===== src/rtl/ude_pkg.sv =====
// constants and types shared by the descriptor source
package ude_pkg;

  // ----------------------------------------
  // endpoint descriptor contents
  // ----------------------------------------
  localparam logic [7:0] UDE_EP_LEN = 8'h07;
  localparam logic [7:0] UDE_EP_TYPE = 8'h05;
  localparam logic [7:0] UDE_EP2_ADDR = 8'h02;
  localparam logic [7:0] UDE_EP3_ADDR = 8'h83;
  localparam logic [7:0] UDE_EP2_ATTR = 8'h02;
  localparam logic [7:0] UDE_EP3_ATTR = 8'h03;
  localparam logic [15:0] UDE_EP2_MPS_FS = 16'h0040;
  localparam logic [15:0] UDE_EP2_MPS_HS = 16'h0200;
  localparam logic [15:0] UDE_EP3_MPS = 16'h0008;
  localparam logic [7:0] UDE_EP3_IVL = 8'h01;
  localparam logic [7:0] UDE_EP2_IVL_RST = 8'h00;
  localparam logic [1:0] UDE_EP2_NUM = 2'h2;
  localparam logic [1:0] UDE_EP3_NUM = 2'h3;

  // ----------------------------------------
  // byte offsets inside a descriptor
  // ----------------------------------------
  localparam logic [5:0] UDE_OFF_LEN = 6'h00;
  localparam logic [5:0] UDE_OFF_TYPE = 6'h01;
  localparam logic [5:0] UDE_OFF_ADDR = 6'h02;
  localparam logic [5:0] UDE_OFF_ATTR = 6'h03;
  localparam logic [5:0] UDE_OFF_MPS_LO = 6'h04;
  localparam logic [5:0] UDE_OFF_MPS_HI = 6'h05;
  localparam logic [5:0] UDE_OFF_IVL = 6'h06;
  localparam logic [5:0] UDE_OFF_TXT = 6'h02;

  // ----------------------------------------
  // string descriptor contents
  // ----------------------------------------
  localparam logic [7:0] UDE_STR_TYPE = 8'h03;
  localparam logic [7:0] UDE_STR0_LEN = 8'h04;
  localparam logic [15:0] UDE_LANGID = 16'h0409;
  localparam logic [7:0] UDE_DEF_S1_LEN = 8'h04;
  localparam logic [15:0] UDE_DEF_S1_CODE = 16'h0020;
  localparam logic [7:0] UDE_DEF_S2_LEN = 8'h10;
  // byte n of the text sits at bits 8n+7..8n
  localparam logic [111:0] UDE_DEF_S2_TXT = 112'h0068_0074_0045_0020_0042_0053_0055;
  localparam logic [7:0] UDE_DEF_S3_LEN = 8'h04;
  localparam logic [15:0] UDE_DEF_S3_CODE = 16'h0031;

  // ----------------------------------------
  // counts and reset values
  // ----------------------------------------
  localparam logic [1:0] UDE_SETTLE_CYCLES = 2'h3;
  localparam logic [2:0] UDE_STAT_LAST = 3'h7;
  localparam logic [7:0] UDE_STR_LEN_RST = 8'h00;

  // ----------------------------------------
  // types
  // ----------------------------------------
  typedef enum logic {
    UDE_KIND_EP = 1'b0,
    UDE_KIND_STR = 1'b1
  } ude_kind_t;

  typedef enum logic [1:0] {
    UDE_ST_SETTLE = 2'b00,
    UDE_ST_DETECT = 2'b01,
    UDE_ST_LOAD = 2'b11,
    UDE_ST_READY = 2'b10
  } ude_state_t;

endpackage


===== src/rtl/ude_str_mem.sv =====
// byte store for the three text strings loaded from the eeprom
`timescale 1ns/1ps
module ude_str_mem
(
  // clock
  input wire logic clk,
  // write side
  input wire logic we,
  input wire logic [7:0] waddr,
  input wire logic [7:0] wdata,
  // read side
  input wire logic [7:0] raddr,
  output logic [7:0] rdata
);

  typedef struct packed {
    logic [7:0] rdata;
  } ude_mem_reg_t;

  logic [7:0] mem [0:255];
  ude_mem_reg_t r;
  ude_mem_reg_t next_r;

  assign rdata = r.rdata;

  always_comb
  begin
    next_r = r;
    next_r.rdata = mem[raddr];
  end

  always_ff @(posedge clk)
  begin
    r <= next_r;
    if (we)
    begin
      mem[waddr] <= wdata;
    end
  end

endmodule // ude_str_mem


===== src/rtl/ude_desc.sv =====
// endpoint and string descriptor source with interrupt endpoint status answer
//
// What this block does
// - every endpoint descriptor gives length 07H then type 05H
// - endpoint address byte: bulk endpoint 02H, notification endpoint 83H
// - attributes byte: endpoint 2 is bulk 02H, endpoint 3 interrupt 03H
// - bulk endpoint max packet 0040H at full speed, 0200H at high speed
// - interrupt endpoint max packet size is 0008H
// - interrupt endpoint polling interval is 01H ms, legal range 1 to 255
// - bulk endpoint interval resets to 00H, replaced by eeprom value when given
// - string 0 gives length 04H, type 03H, language 0409H
// - with eeprom, strings 1-3 take length and text from it, type fixed 03H
// - without eeprom, strings 1 and 3 are length 04H with codes 0020H, 0031H
// - interrupt endpoint poll outside a burst: nak when nothing pending, else eight status bytes
`timescale 1ns/1ps
module ude_desc
(
  // clock and reset
  input wire logic clk,
  input wire logic rstn,
  // eeprom presence pin and link speed
  input wire logic eeprom_present,
  input wire logic high_speed,
  // eeprom loader
  input wire logic ee_wr,
  input wire logic [1:0] ee_str,
  input wire logic [5:0] ee_off,
  input wire logic [7:0] ee_data,
  input wire logic ee_ivl_wr,
  input wire logic [7:0] ee_ivl,
  input wire logic ee_done,
  // descriptor byte request
  input wire logic req,
  input wire ude_pkg::ude_kind_t req_kind,
  input wire logic [1:0] req_index,
  input wire logic [5:0] req_offset,
  // descriptor byte answer
  output logic desc_ready,
  output logic src_eeprom,
  output logic rsp_valid,
  output logic [7:0] rsp_data,
  output logic [7:0] rsp_len,
  output logic rsp_err,
  // interrupt endpoint
  input wire logic ep3_poll,
  input wire logic irq_pending,
  input wire logic [63:0] status_bytes,
  output logic ep3_nak,
  output logic ep3_valid,
  output logic [7:0] ep3_data,
  output logic ep3_last
);
  import ude_pkg::*;

  // ----------------------------------------
  // state
  // ----------------------------------------
  typedef struct packed {
    logic sync1;
    logic sync2;
    ude_state_t st;
    logic [1:0] cnt;
    logic present;
    logic ready;
    logic [7:0] ep2_ivl;
    logic [2:0][7:0] slen;
    logic s1_valid;
    logic s1_use_mem;
    logic [7:0] s1_byte;
    logic [7:0] s1_len;
    logic s1_err;
    logic rsp_valid;
    logic [7:0] rsp_data;
    logic [7:0] rsp_len;
    logic rsp_err;
    logic ep3_busy;
    logic [2:0] ep3_cnt;
    logic [63:0] ep3_snap;
    logic ep3_nak;
    logic ep3_valid;
    logic [7:0] ep3_data;
    logic ep3_last;
  } ude_reg_t;

  ude_reg_t r;
  ude_reg_t next_r;
  logic [7:0] mem_rdata;
  logic mem_we;
  logic [7:0] mem_waddr;
  logic [7:0] mem_raddr;
  logic [1:0] mem_rstr;
  logic [1:0] mem_wstr;

  // ----------------------------------------
  // eeprom string store
  // ----------------------------------------
  // strings 1..3 map to banks 0..2 of 64 bytes
  assign mem_wstr = ee_str - 2'h1;
  assign mem_rstr = req_index - 2'h1;
  assign mem_we = ee_wr && (r.st == UDE_ST_LOAD) && (ee_str != 2'h0);
  assign mem_waddr = {mem_wstr, ee_off};
  assign mem_raddr = {mem_rstr, req_offset};

  ude_str_mem u_mem
  (
    .clk(clk),
    .we(mem_we),
    .waddr(mem_waddr),
    .wdata(ee_data),
    .raddr(mem_raddr),
    .rdata(mem_rdata)
  );

  // ----------------------------------------
  // outputs
  // ----------------------------------------
  assign desc_ready = r.ready;
  assign src_eeprom = r.present;
  assign rsp_valid = r.rsp_valid;
  assign rsp_data = r.rsp_data;
  assign rsp_len = r.rsp_len;
  assign rsp_err = r.rsp_err;
  assign ep3_nak = r.ep3_nak;
  assign ep3_valid = r.ep3_valid;
  assign ep3_data = r.ep3_data;
  assign ep3_last = r.ep3_last;

  // ----------------------------------------
  // next state
  // ----------------------------------------
  always_comb
  begin
    logic [15:0] mps;
    logic [7:0] len;
    logic [7:0] byt;
    logic err;
    logic use_mem;
    mps = UDE_EP3_MPS;
    len = 8'h00;
    byt = 8'h00;
    err = 1'b0;
    use_mem = 1'b0;
    next_r = r;

    // presence pin synchroniser
    next_r.sync1 = eeprom_present;
    next_r.sync2 = r.sync1;

    // start-up sequence: settle, sample presence once, load, serve
    case (r.st)
      UDE_ST_SETTLE:
      begin
        next_r.cnt = r.cnt + 2'h1;
        if (r.cnt == UDE_SETTLE_CYCLES)
        begin
          next_r.st = UDE_ST_DETECT;
        end
      end
      UDE_ST_DETECT:
      begin
        next_r.present = r.sync2;
        next_r.st = r.sync2 ? UDE_ST_LOAD : UDE_ST_READY;
      end
      UDE_ST_LOAD:
      begin
        if (ee_wr && (ee_str != 2'h0) && (ee_off == UDE_OFF_LEN))
        begin
          next_r.slen[mem_wstr] = ee_data;
        end
        if (ee_ivl_wr)
        begin
          next_r.ep2_ivl = ee_ivl;
        end
        if (ee_done)
        begin
          next_r.st = UDE_ST_READY;
        end
      end
      UDE_ST_READY:
      begin
        next_r.st = UDE_ST_READY;
      end
      default:
      begin
        next_r.st = UDE_ST_SETTLE;
      end
    endcase
    next_r.ready = (next_r.st == UDE_ST_READY);

    // descriptor byte lookup, stage one
    if (req_kind == UDE_KIND_EP)
    begin
      len = UDE_EP_LEN;
      if (req_index == UDE_EP2_NUM)
      begin
        mps = high_speed ? UDE_EP2_MPS_HS : UDE_EP2_MPS_FS;
      end
      else
      begin
        mps = UDE_EP3_MPS;
      end
      if ((req_index != UDE_EP2_NUM) && (req_index != UDE_EP3_NUM))
      begin
        err = 1'b1;
      end
      if (req_offset == UDE_OFF_LEN)
      begin
        byt = UDE_EP_LEN;
      end
      else if (req_offset == UDE_OFF_TYPE)
      begin
        byt = UDE_EP_TYPE;
      end
      else if (req_offset == UDE_OFF_ADDR)
      begin
        byt = (req_index == UDE_EP2_NUM) ? UDE_EP2_ADDR : UDE_EP3_ADDR;
      end
      else if (req_offset == UDE_OFF_ATTR)
      begin
        byt = (req_index == UDE_EP2_NUM) ? UDE_EP2_ATTR : UDE_EP3_ATTR;
      end
      else if (req_offset == UDE_OFF_MPS_LO)
      begin
        byt = mps[7:0];
      end
      else if (req_offset == UDE_OFF_MPS_HI)
      begin
        byt = mps[15:8];
      end
      else if (req_offset == UDE_OFF_IVL)
      begin
        byt = (req_index == UDE_EP2_NUM) ? r.ep2_ivl : UDE_EP3_IVL;
      end
    end
    else if (req_index == 2'h0)
    begin
      len = UDE_STR0_LEN;
      if (req_offset == UDE_OFF_LEN)
      begin
        byt = UDE_STR0_LEN;
      end
      else if (req_offset == UDE_OFF_TYPE)
      begin
        byt = UDE_STR_TYPE;
      end
      else if (req_offset == UDE_OFF_TXT)
      begin
        byt = UDE_LANGID[7:0];
      end
      else
      begin
        byt = UDE_LANGID[15:8];
      end
    end
    else if (r.present)
    begin
      len = r.slen[mem_rstr];
      if (req_offset == UDE_OFF_LEN)
      begin
        byt = len;
      end
      else if (req_offset == UDE_OFF_TYPE)
      begin
        byt = UDE_STR_TYPE;
      end
      else
      begin
        use_mem = 1'b1;
      end
    end
    else
    begin
      if (req_index == 2'h2)
      begin
        len = UDE_DEF_S2_LEN;
        byt = UDE_DEF_S2_TXT[{req_offset[3:0] - 4'h2, 3'h0} +: 8];
      end
      else if (req_index == 2'h1)
      begin
        len = UDE_DEF_S1_LEN;
        byt = req_offset[0] ? UDE_DEF_S1_CODE[15:8] : UDE_DEF_S1_CODE[7:0];
      end
      else
      begin
        len = UDE_DEF_S3_LEN;
        byt = req_offset[0] ? UDE_DEF_S3_CODE[15:8] : UDE_DEF_S3_CODE[7:0];
      end
      if (req_offset == UDE_OFF_LEN)
      begin
        byt = len;
      end
      else if (req_offset == UDE_OFF_TYPE)
      begin
        byt = UDE_STR_TYPE;
      end
    end
    // bytes past the end read as zero
    if ({2'b00, req_offset} >= len)
    begin
      byt = 8'h00;
      use_mem = 1'b0;
    end

    next_r.s1_valid = req && r.ready;
    next_r.s1_use_mem = use_mem;
    next_r.s1_byte = byt;
    next_r.s1_len = len;
    next_r.s1_err = err;

    // stage two, picks the stored text when needed
    next_r.rsp_valid = r.s1_valid;
    next_r.rsp_data = r.s1_use_mem ? mem_rdata : r.s1_byte;
    next_r.rsp_len = r.s1_len;
    next_r.rsp_err = r.s1_err;

    // interrupt endpoint poll answer
    next_r.ep3_nak = 1'b0;
    next_r.ep3_valid = 1'b0;
    next_r.ep3_last = 1'b0;
    if (r.ep3_busy)
    begin
      next_r.ep3_valid = 1'b1;
      next_r.ep3_data = r.ep3_snap[{r.ep3_cnt, 3'h0} +: 8];
      next_r.ep3_last = (r.ep3_cnt == UDE_STAT_LAST);
      next_r.ep3_cnt = r.ep3_cnt + 3'h1;
      if (r.ep3_cnt == UDE_STAT_LAST)
      begin
        next_r.ep3_busy = 1'b0;
      end
    end
    else if (ep3_poll)
    begin
      if (irq_pending)
      begin
        next_r.ep3_busy = 1'b1;
        next_r.ep3_cnt = 3'h0;
        next_r.ep3_snap = status_bytes;
      end
      else
      begin
        next_r.ep3_nak = 1'b1;
      end
    end
  end

  // ----------------------------------------
  // registers
  // ----------------------------------------
  always_ff @(posedge clk)
  begin
    if (!rstn)
    begin
      r <= '0;
      r.st <= UDE_ST_SETTLE;
      r.ep2_ivl <= UDE_EP2_IVL_RST;
      r.slen <= {3{UDE_STR_LEN_RST}};
    end
    else
    begin
      r <= next_r;
    end
  end

endmodule // ude_desc


===== config.mk =====
export PLATFORM = sky130hd
export DESIGN_NAME = ude_desc
export DESIGN_NICKNAME = d
export VERILOG_FILES = /design/src/rtl/ude_pkg.sv /design/src/rtl/ude_str_mem.sv /design/src/rtl/ude_desc.sv
export SDC_FILE = /design/constraint.sdc
export NUM_CORES = 2
export LEC_CHECK = 0
export BUFFER_PORTS_ARGS = -buffer_cell sky130_fd_sc_hd__buf_2
export CORE_MARGIN = 3
export CORE_UTILIZATION = 30
export DETAILED_ROUTE_END_ITERATION = 6
export PLACE_DENSITY_LB_ADDON = 0.1
export SETUP_SLACK_MARGIN = 0.5
export SYNTH_ARGS = -nofsm -noshare
export SYNTH_HDL_FRONTEND = slang
export SYNTH_SLANG_ARGS = --single-unit

===== constraint.sdc =====
create_clock -name clk -period 5.2 [get_ports clk]
set_clock_uncertainty 0.15 [all_clocks]
set_input_delay 1.04 -clock clk [delete_from_list [all_inputs] [get_ports clk]]
set_output_delay 1.04 -clock clk [all_outputs]
set_load 0.03 [all_outputs]

==> flow_results.xml <==
<?xml version="1.0" encoding="UTF-8"?>
<metrics>
  <group name="route">
    <metric name="totalWireLength" unit="microns">274000</metric>
    <metric name="num_vias" unit="">46598</metric>
    <metric name="routed_wire_length_per_instance" unit="microns">28.7</metric>
    <metric name="initial_detailed_routing_violation_count" unit="">4189</metric>
    <metric name="dr_vias_cell" unit="">4.88</metric>
    <metric name="detailed_router_iteration_count_before_antenna_repair" unit="">5</metric>
    <metric name="detail_route.drc_violations" unit="">0</metric>
    <metric name="final_antenna_net_count" unit="">0</metric>
  </group>
  <group name="worst_setup_path">
    <metric name="largest_fanout_on_the_critical_path" unit="">43</metric>
    <metric name="worst_ep_arrival_time" unit="ns">4.46</metric>
    <metric name="critical_path.reg2reg.endpoint" unit="">u_mem.mem[122][3]</metric>
    <metric name="cp-end-kind" unit="">register</metric>
    <metric name="worst-setup-path-type" unit="">in -&gt; reg</metric>
    <metric name="crit_required" unit="ns">5.78</metric>
    <metric name="ff2ff_setup_slack" unit="ns">1.41</metric>
    <metric name="start_kind" unit="">input port</metric>
    <metric name="rr_startpoint" unit="">r[152]</metric>
    <metric name="reg2regPathDepth" unit="">7</metric>
  </group>
  <group name="finish">
    <metric name="nFillCells" unit="">26975</metric>
    <metric name="layout_commonest_cell" unit="">edfxtp_1</metric>
    <metric name="layout_common_cells" unit="">edfxtp_1, conb_1, mux4_2</metric>
    <metric name="area_taken_by_multi_input_logic_gates" unit="sq um">21700</metric>
    <metric name="num-nets-final" unit="">5700</metric>
    <metric name="final-seq-area" unit="sq um">64800</metric>
    <metric name="drive_gt1_share" unit="%">23.1</metric>
    <metric name="synthToLayoutAreaGrowth" unit="%">19.4</metric>
    <metric name="utilization" unit="%">36.1</metric>
  </group>
  <group name="min_path">
    <metric name="worst_hold_path.num_cells" unit="">2</metric>
    <metric name="hold_path_startpoint" unit="">eeprom_present</metric>
    <metric name="worst_hold_path.endpoint" unit="">next_r[154]</metric>
    <metric name="min_path_type" unit="">in -&gt; reg</metric>
  </group>
  <group name="floorplan">
    <metric name="full_die_area" unit="sq um">294000</metric>
    <metric name="floorplan.initialDensity" unit="%">30.2</metric>
    <metric name="floorplan.core_area" unit="sq um">286000</metric>
    <metric name="rows" unit="">196</metric>
    <metric name="die_w" unit="microns">542</metric>
    <metric name="number_of_i_o_pins" unit="">138</metric>
    <metric name="floorplan.die.height" unit="microns">542</metric>
  </group>
  <group name="sta">
    <metric name="final.period_utilization" unit="%">74.7</metric>
    <metric name="period_needed" unit="ns">3.88</metric>
    <metric name="tns" unit="ns">0</metric>
    <metric name="hold_viol" unit="">0</metric>
    <metric name="final-setup-viol-count" unit="">0</metric>
    <metric name="report.final.slew_viol_count" unit="">0</metric>
    <metric name="worst_max_slew_pin_slew" unit="ns">1.14</metric>
    <metric name="fmaxAchievable" unit="MHz">258</metric>
    <metric name="rsz_0062_raised_after_global_routing" unit="">no</metric>
    <metric name="fin_hold_ws" unit="ns">0.217</metric>
    <metric name="slew_headroom" unit="%">22.2</metric>
  </group>
  <group name="clocking">
    <metric name="cts_buffers" unit="">248</metric>
    <metric name="post-cts-setup-buffers" unit="">0</metric>
    <metric name="post_cts_hold_buffer_count" unit="">0</metric>
    <metric name="cts_tree" unit="">yes</metric>
    <metric name="tritoncts_num_sinks" unit="">2212</metric>
    <metric name="cts.htree.levels" unit="">4</metric>
    <metric name="post_cts.resized_instances" unit="">0</metric>
    <metric name="cts_root_buffer" unit="">clkbuf_16</metric>
    <metric name="path_clk_slew" unit="ns">0.06</metric>
    <metric name="buffer_levels_on_the_longest_clock_path" unit="">4</metric>
    <metric name="worst_skew_pair.late_latency" unit="ns">0.93</metric>
  </group>
  <group name="yosys">
    <metric name="dominant_synthesized_flop_cell" unit="">edfxtp_1</metric>
    <metric name="synth.lib_cells_used.distinct" unit="">76</metric>
    <metric name="count_of_yosys_warnings_during_synthesis" unit="">0</metric>
    <metric name="synth.mux.area_fraction" unit="%">14.3</metric>
    <metric name="yosys.area_share.xor_xnor" unit="%">0.0406</metric>
    <metric name="post_synth_and_or_nand_nor_area_fraction" unit="%">3.93</metric>
    <metric name="synth_area_leader_cell" unit="">edfxtp_1</metric>
    <metric name="synth.ff_latch_count" unit="">2212</metric>
    <metric name="synth.avg_cell_area" unit="sq um">18.7</metric>
    <metric name="ys_async_sr_fraction" unit="%">0</metric>
    <metric name="synth_top_area_share" unit="%">71.2</metric>
    <metric name="combinational_family_with_the_most_area_after_synthesis" unit="">multiplexers</metric>
    <metric name="synthesized_cell_area" unit="sq um">86300</metric>
    <metric name="synth-edff-count" unit="">2048</metric>
    <metric name="post_synthesis_share_of_cell_area_spent_on_full_adders_half_adders_and_majority_gates" unit="%">0.203</metric>
    <metric name="synth_top_cells_by_area" unit="">edfxtp_1, mux4_2, dfxtp_1</metric>
    <metric name="synthesis.instances" unit="">4614</metric>
    <metric name="yosysSeqAreaShare" unit="%">75.1</metric>
    <metric name="synth-compound-area-share" unit="%">4.34</metric>
  </group>
  <group name="status">
    <metric name="status" unit="">finished clean</metric>
  </group>
  <group name="global_routing">
    <metric name="antenna_found_initial" unit="">15</metric>
    <metric name="via_count_of_the_first_global_routing_pass" unit="">47406</metric>
    <metric name="grt_pass1_wl" unit="microns">384000</metric>
    <metric name="grt_util_all_layers" unit="%">18.4</metric>
    <metric name="total_grt_overflow" unit="">0</metric>
    <metric name="grt_max_degree" unit="">120</metric>
  </group>
  <group name="power">
    <metric name="p_per_area" unit="nW/um^2">382</metric>
    <metric name="design_power_total" unit="uW">39400</metric>
    <metric name="ir_worst_vdd" unit="uV">306</metric>
    <metric name="static-leakage-power" unit="uW">0.0345</metric>
  </group>
  <group name="job">
    <metric name="max-cap-violations" unit="">0</metric>
  </group>
  <group name="place">
    <metric name="routabilityCongestion" unit="">0.817</metric>
    <metric name="dpl.hpwl" unit="microns">178000</metric>
    <metric name="io_buffers" unit="">137</metric>
  </group>
</metrics>
## cells in the mapped netlist (all sizes together) (7+ instances only)
cell type  instances
edfxtp          2048
mux4             418
nor2             295
nand2            292
mux2i            257
buf              189
a21oi            165
dfxtp            164
clkbuf           123
a22oi             83
o22ai             68
o21ai             56
nand3             43
a211oi            34
nor3              34
a221oi            31
mux2              31
nor2b             25
and2              19
o221ai            18
a22o              15
inv               15
nor4              15
a2111oi           14
ha                14
and3              13
nand2b            13
o211ai            13
nand4             12
a31oi             10
or2                7
## final cells by class
class	count	area share, %
repair buffers	516	4.00
diodes	6	0.0146
clock buffers	312	6.38
multi-input cells	2584	21.0
clock inverters	137	1.11
flip-flops and latches	2212	62.8
well taps	3762	4.57
inverters	17	0.0667
## cell families after synthesis
kind of cell,after synthesis
multiplexers,706
XOR/XNOR,4
AND/OR/NAND/NOR,786
buffers and inverters,329
flip-flops,2212
adder cells (fa/ha/maj),14
AO/OA/AOI/OAI,562
other,1
## metrics by stage
stage	cells	setup slack, ns	cell area, sq um
6_report	9546	1.32	103000
3_3_place_gp	9091	0.348	95400
2_1_floorplan	5125	0.524	88200
4_1_cts	9540	1.32	103000
3_5_place_dp	9091	0.348	95400
5_1_grt	9541	1.24	103000
## critical path, cell delays in order
cell and delay, ns:
buf_8 0.44, buf_12 0.29, mux4_2 0.53, mux2_2 0.34, a2bb2oi_1 0.55, nand4_1 0.45, o32ai_1 0.39, buf_4 0.20
a221oi_1 0.08
## flip-flops by register name (all words and copies together) (netlist names)
name         cells
u_mem.mem     2048
r              114
next_r          11
ep3_data         8
rsp_data         8
rsp_len          8
u_mem.rdata      8
desc_ready       1
ep3_last         1
ep3_nak          1
ep3_valid        1
rsp_err          1
rsp_valid        1
src_eeprom       1
## per-layer routing
layer	part of all wire, %	track usage [%]	vias up
li1	-	-	20078
met4	2.2	4.44	0
met1	46	26.6	24903
met5	0	0	-
met3	4.6	2.23	352
met2	47	29.4	1265
## power breakdown
group	switching [uW]	total, uW	leakage, uW	internal, uW
clock	7130	16900	0.00379	9770
sequential	141	20000	0.0201	19800
combinational	1610	2460	0.0106	850
total	8890	39400	0.0345	30500
## worst max-delay path by stage
stage	start	endpoint	slack [ns]	depth (start not counted)
5_1_grt	req_offset[0]	u_mem.rdata[5]	1.24	9
2_1_floorplan	req_index[0]	r[108]	0.52	19
3_3_place_gp	req_offset[0]	u_mem.rdata[5]	0.35	9
4_1_cts	req_offset[0]	u_mem.rdata[5]	1.32	9
3_5_place_dp	req_offset[0]	u_mem.rdata[5]	0.35	9
6_report	req_offset[0]	u_mem.rdata[5]	1.32	9
No activity file was read; power rests on OpenSTA's default activity.
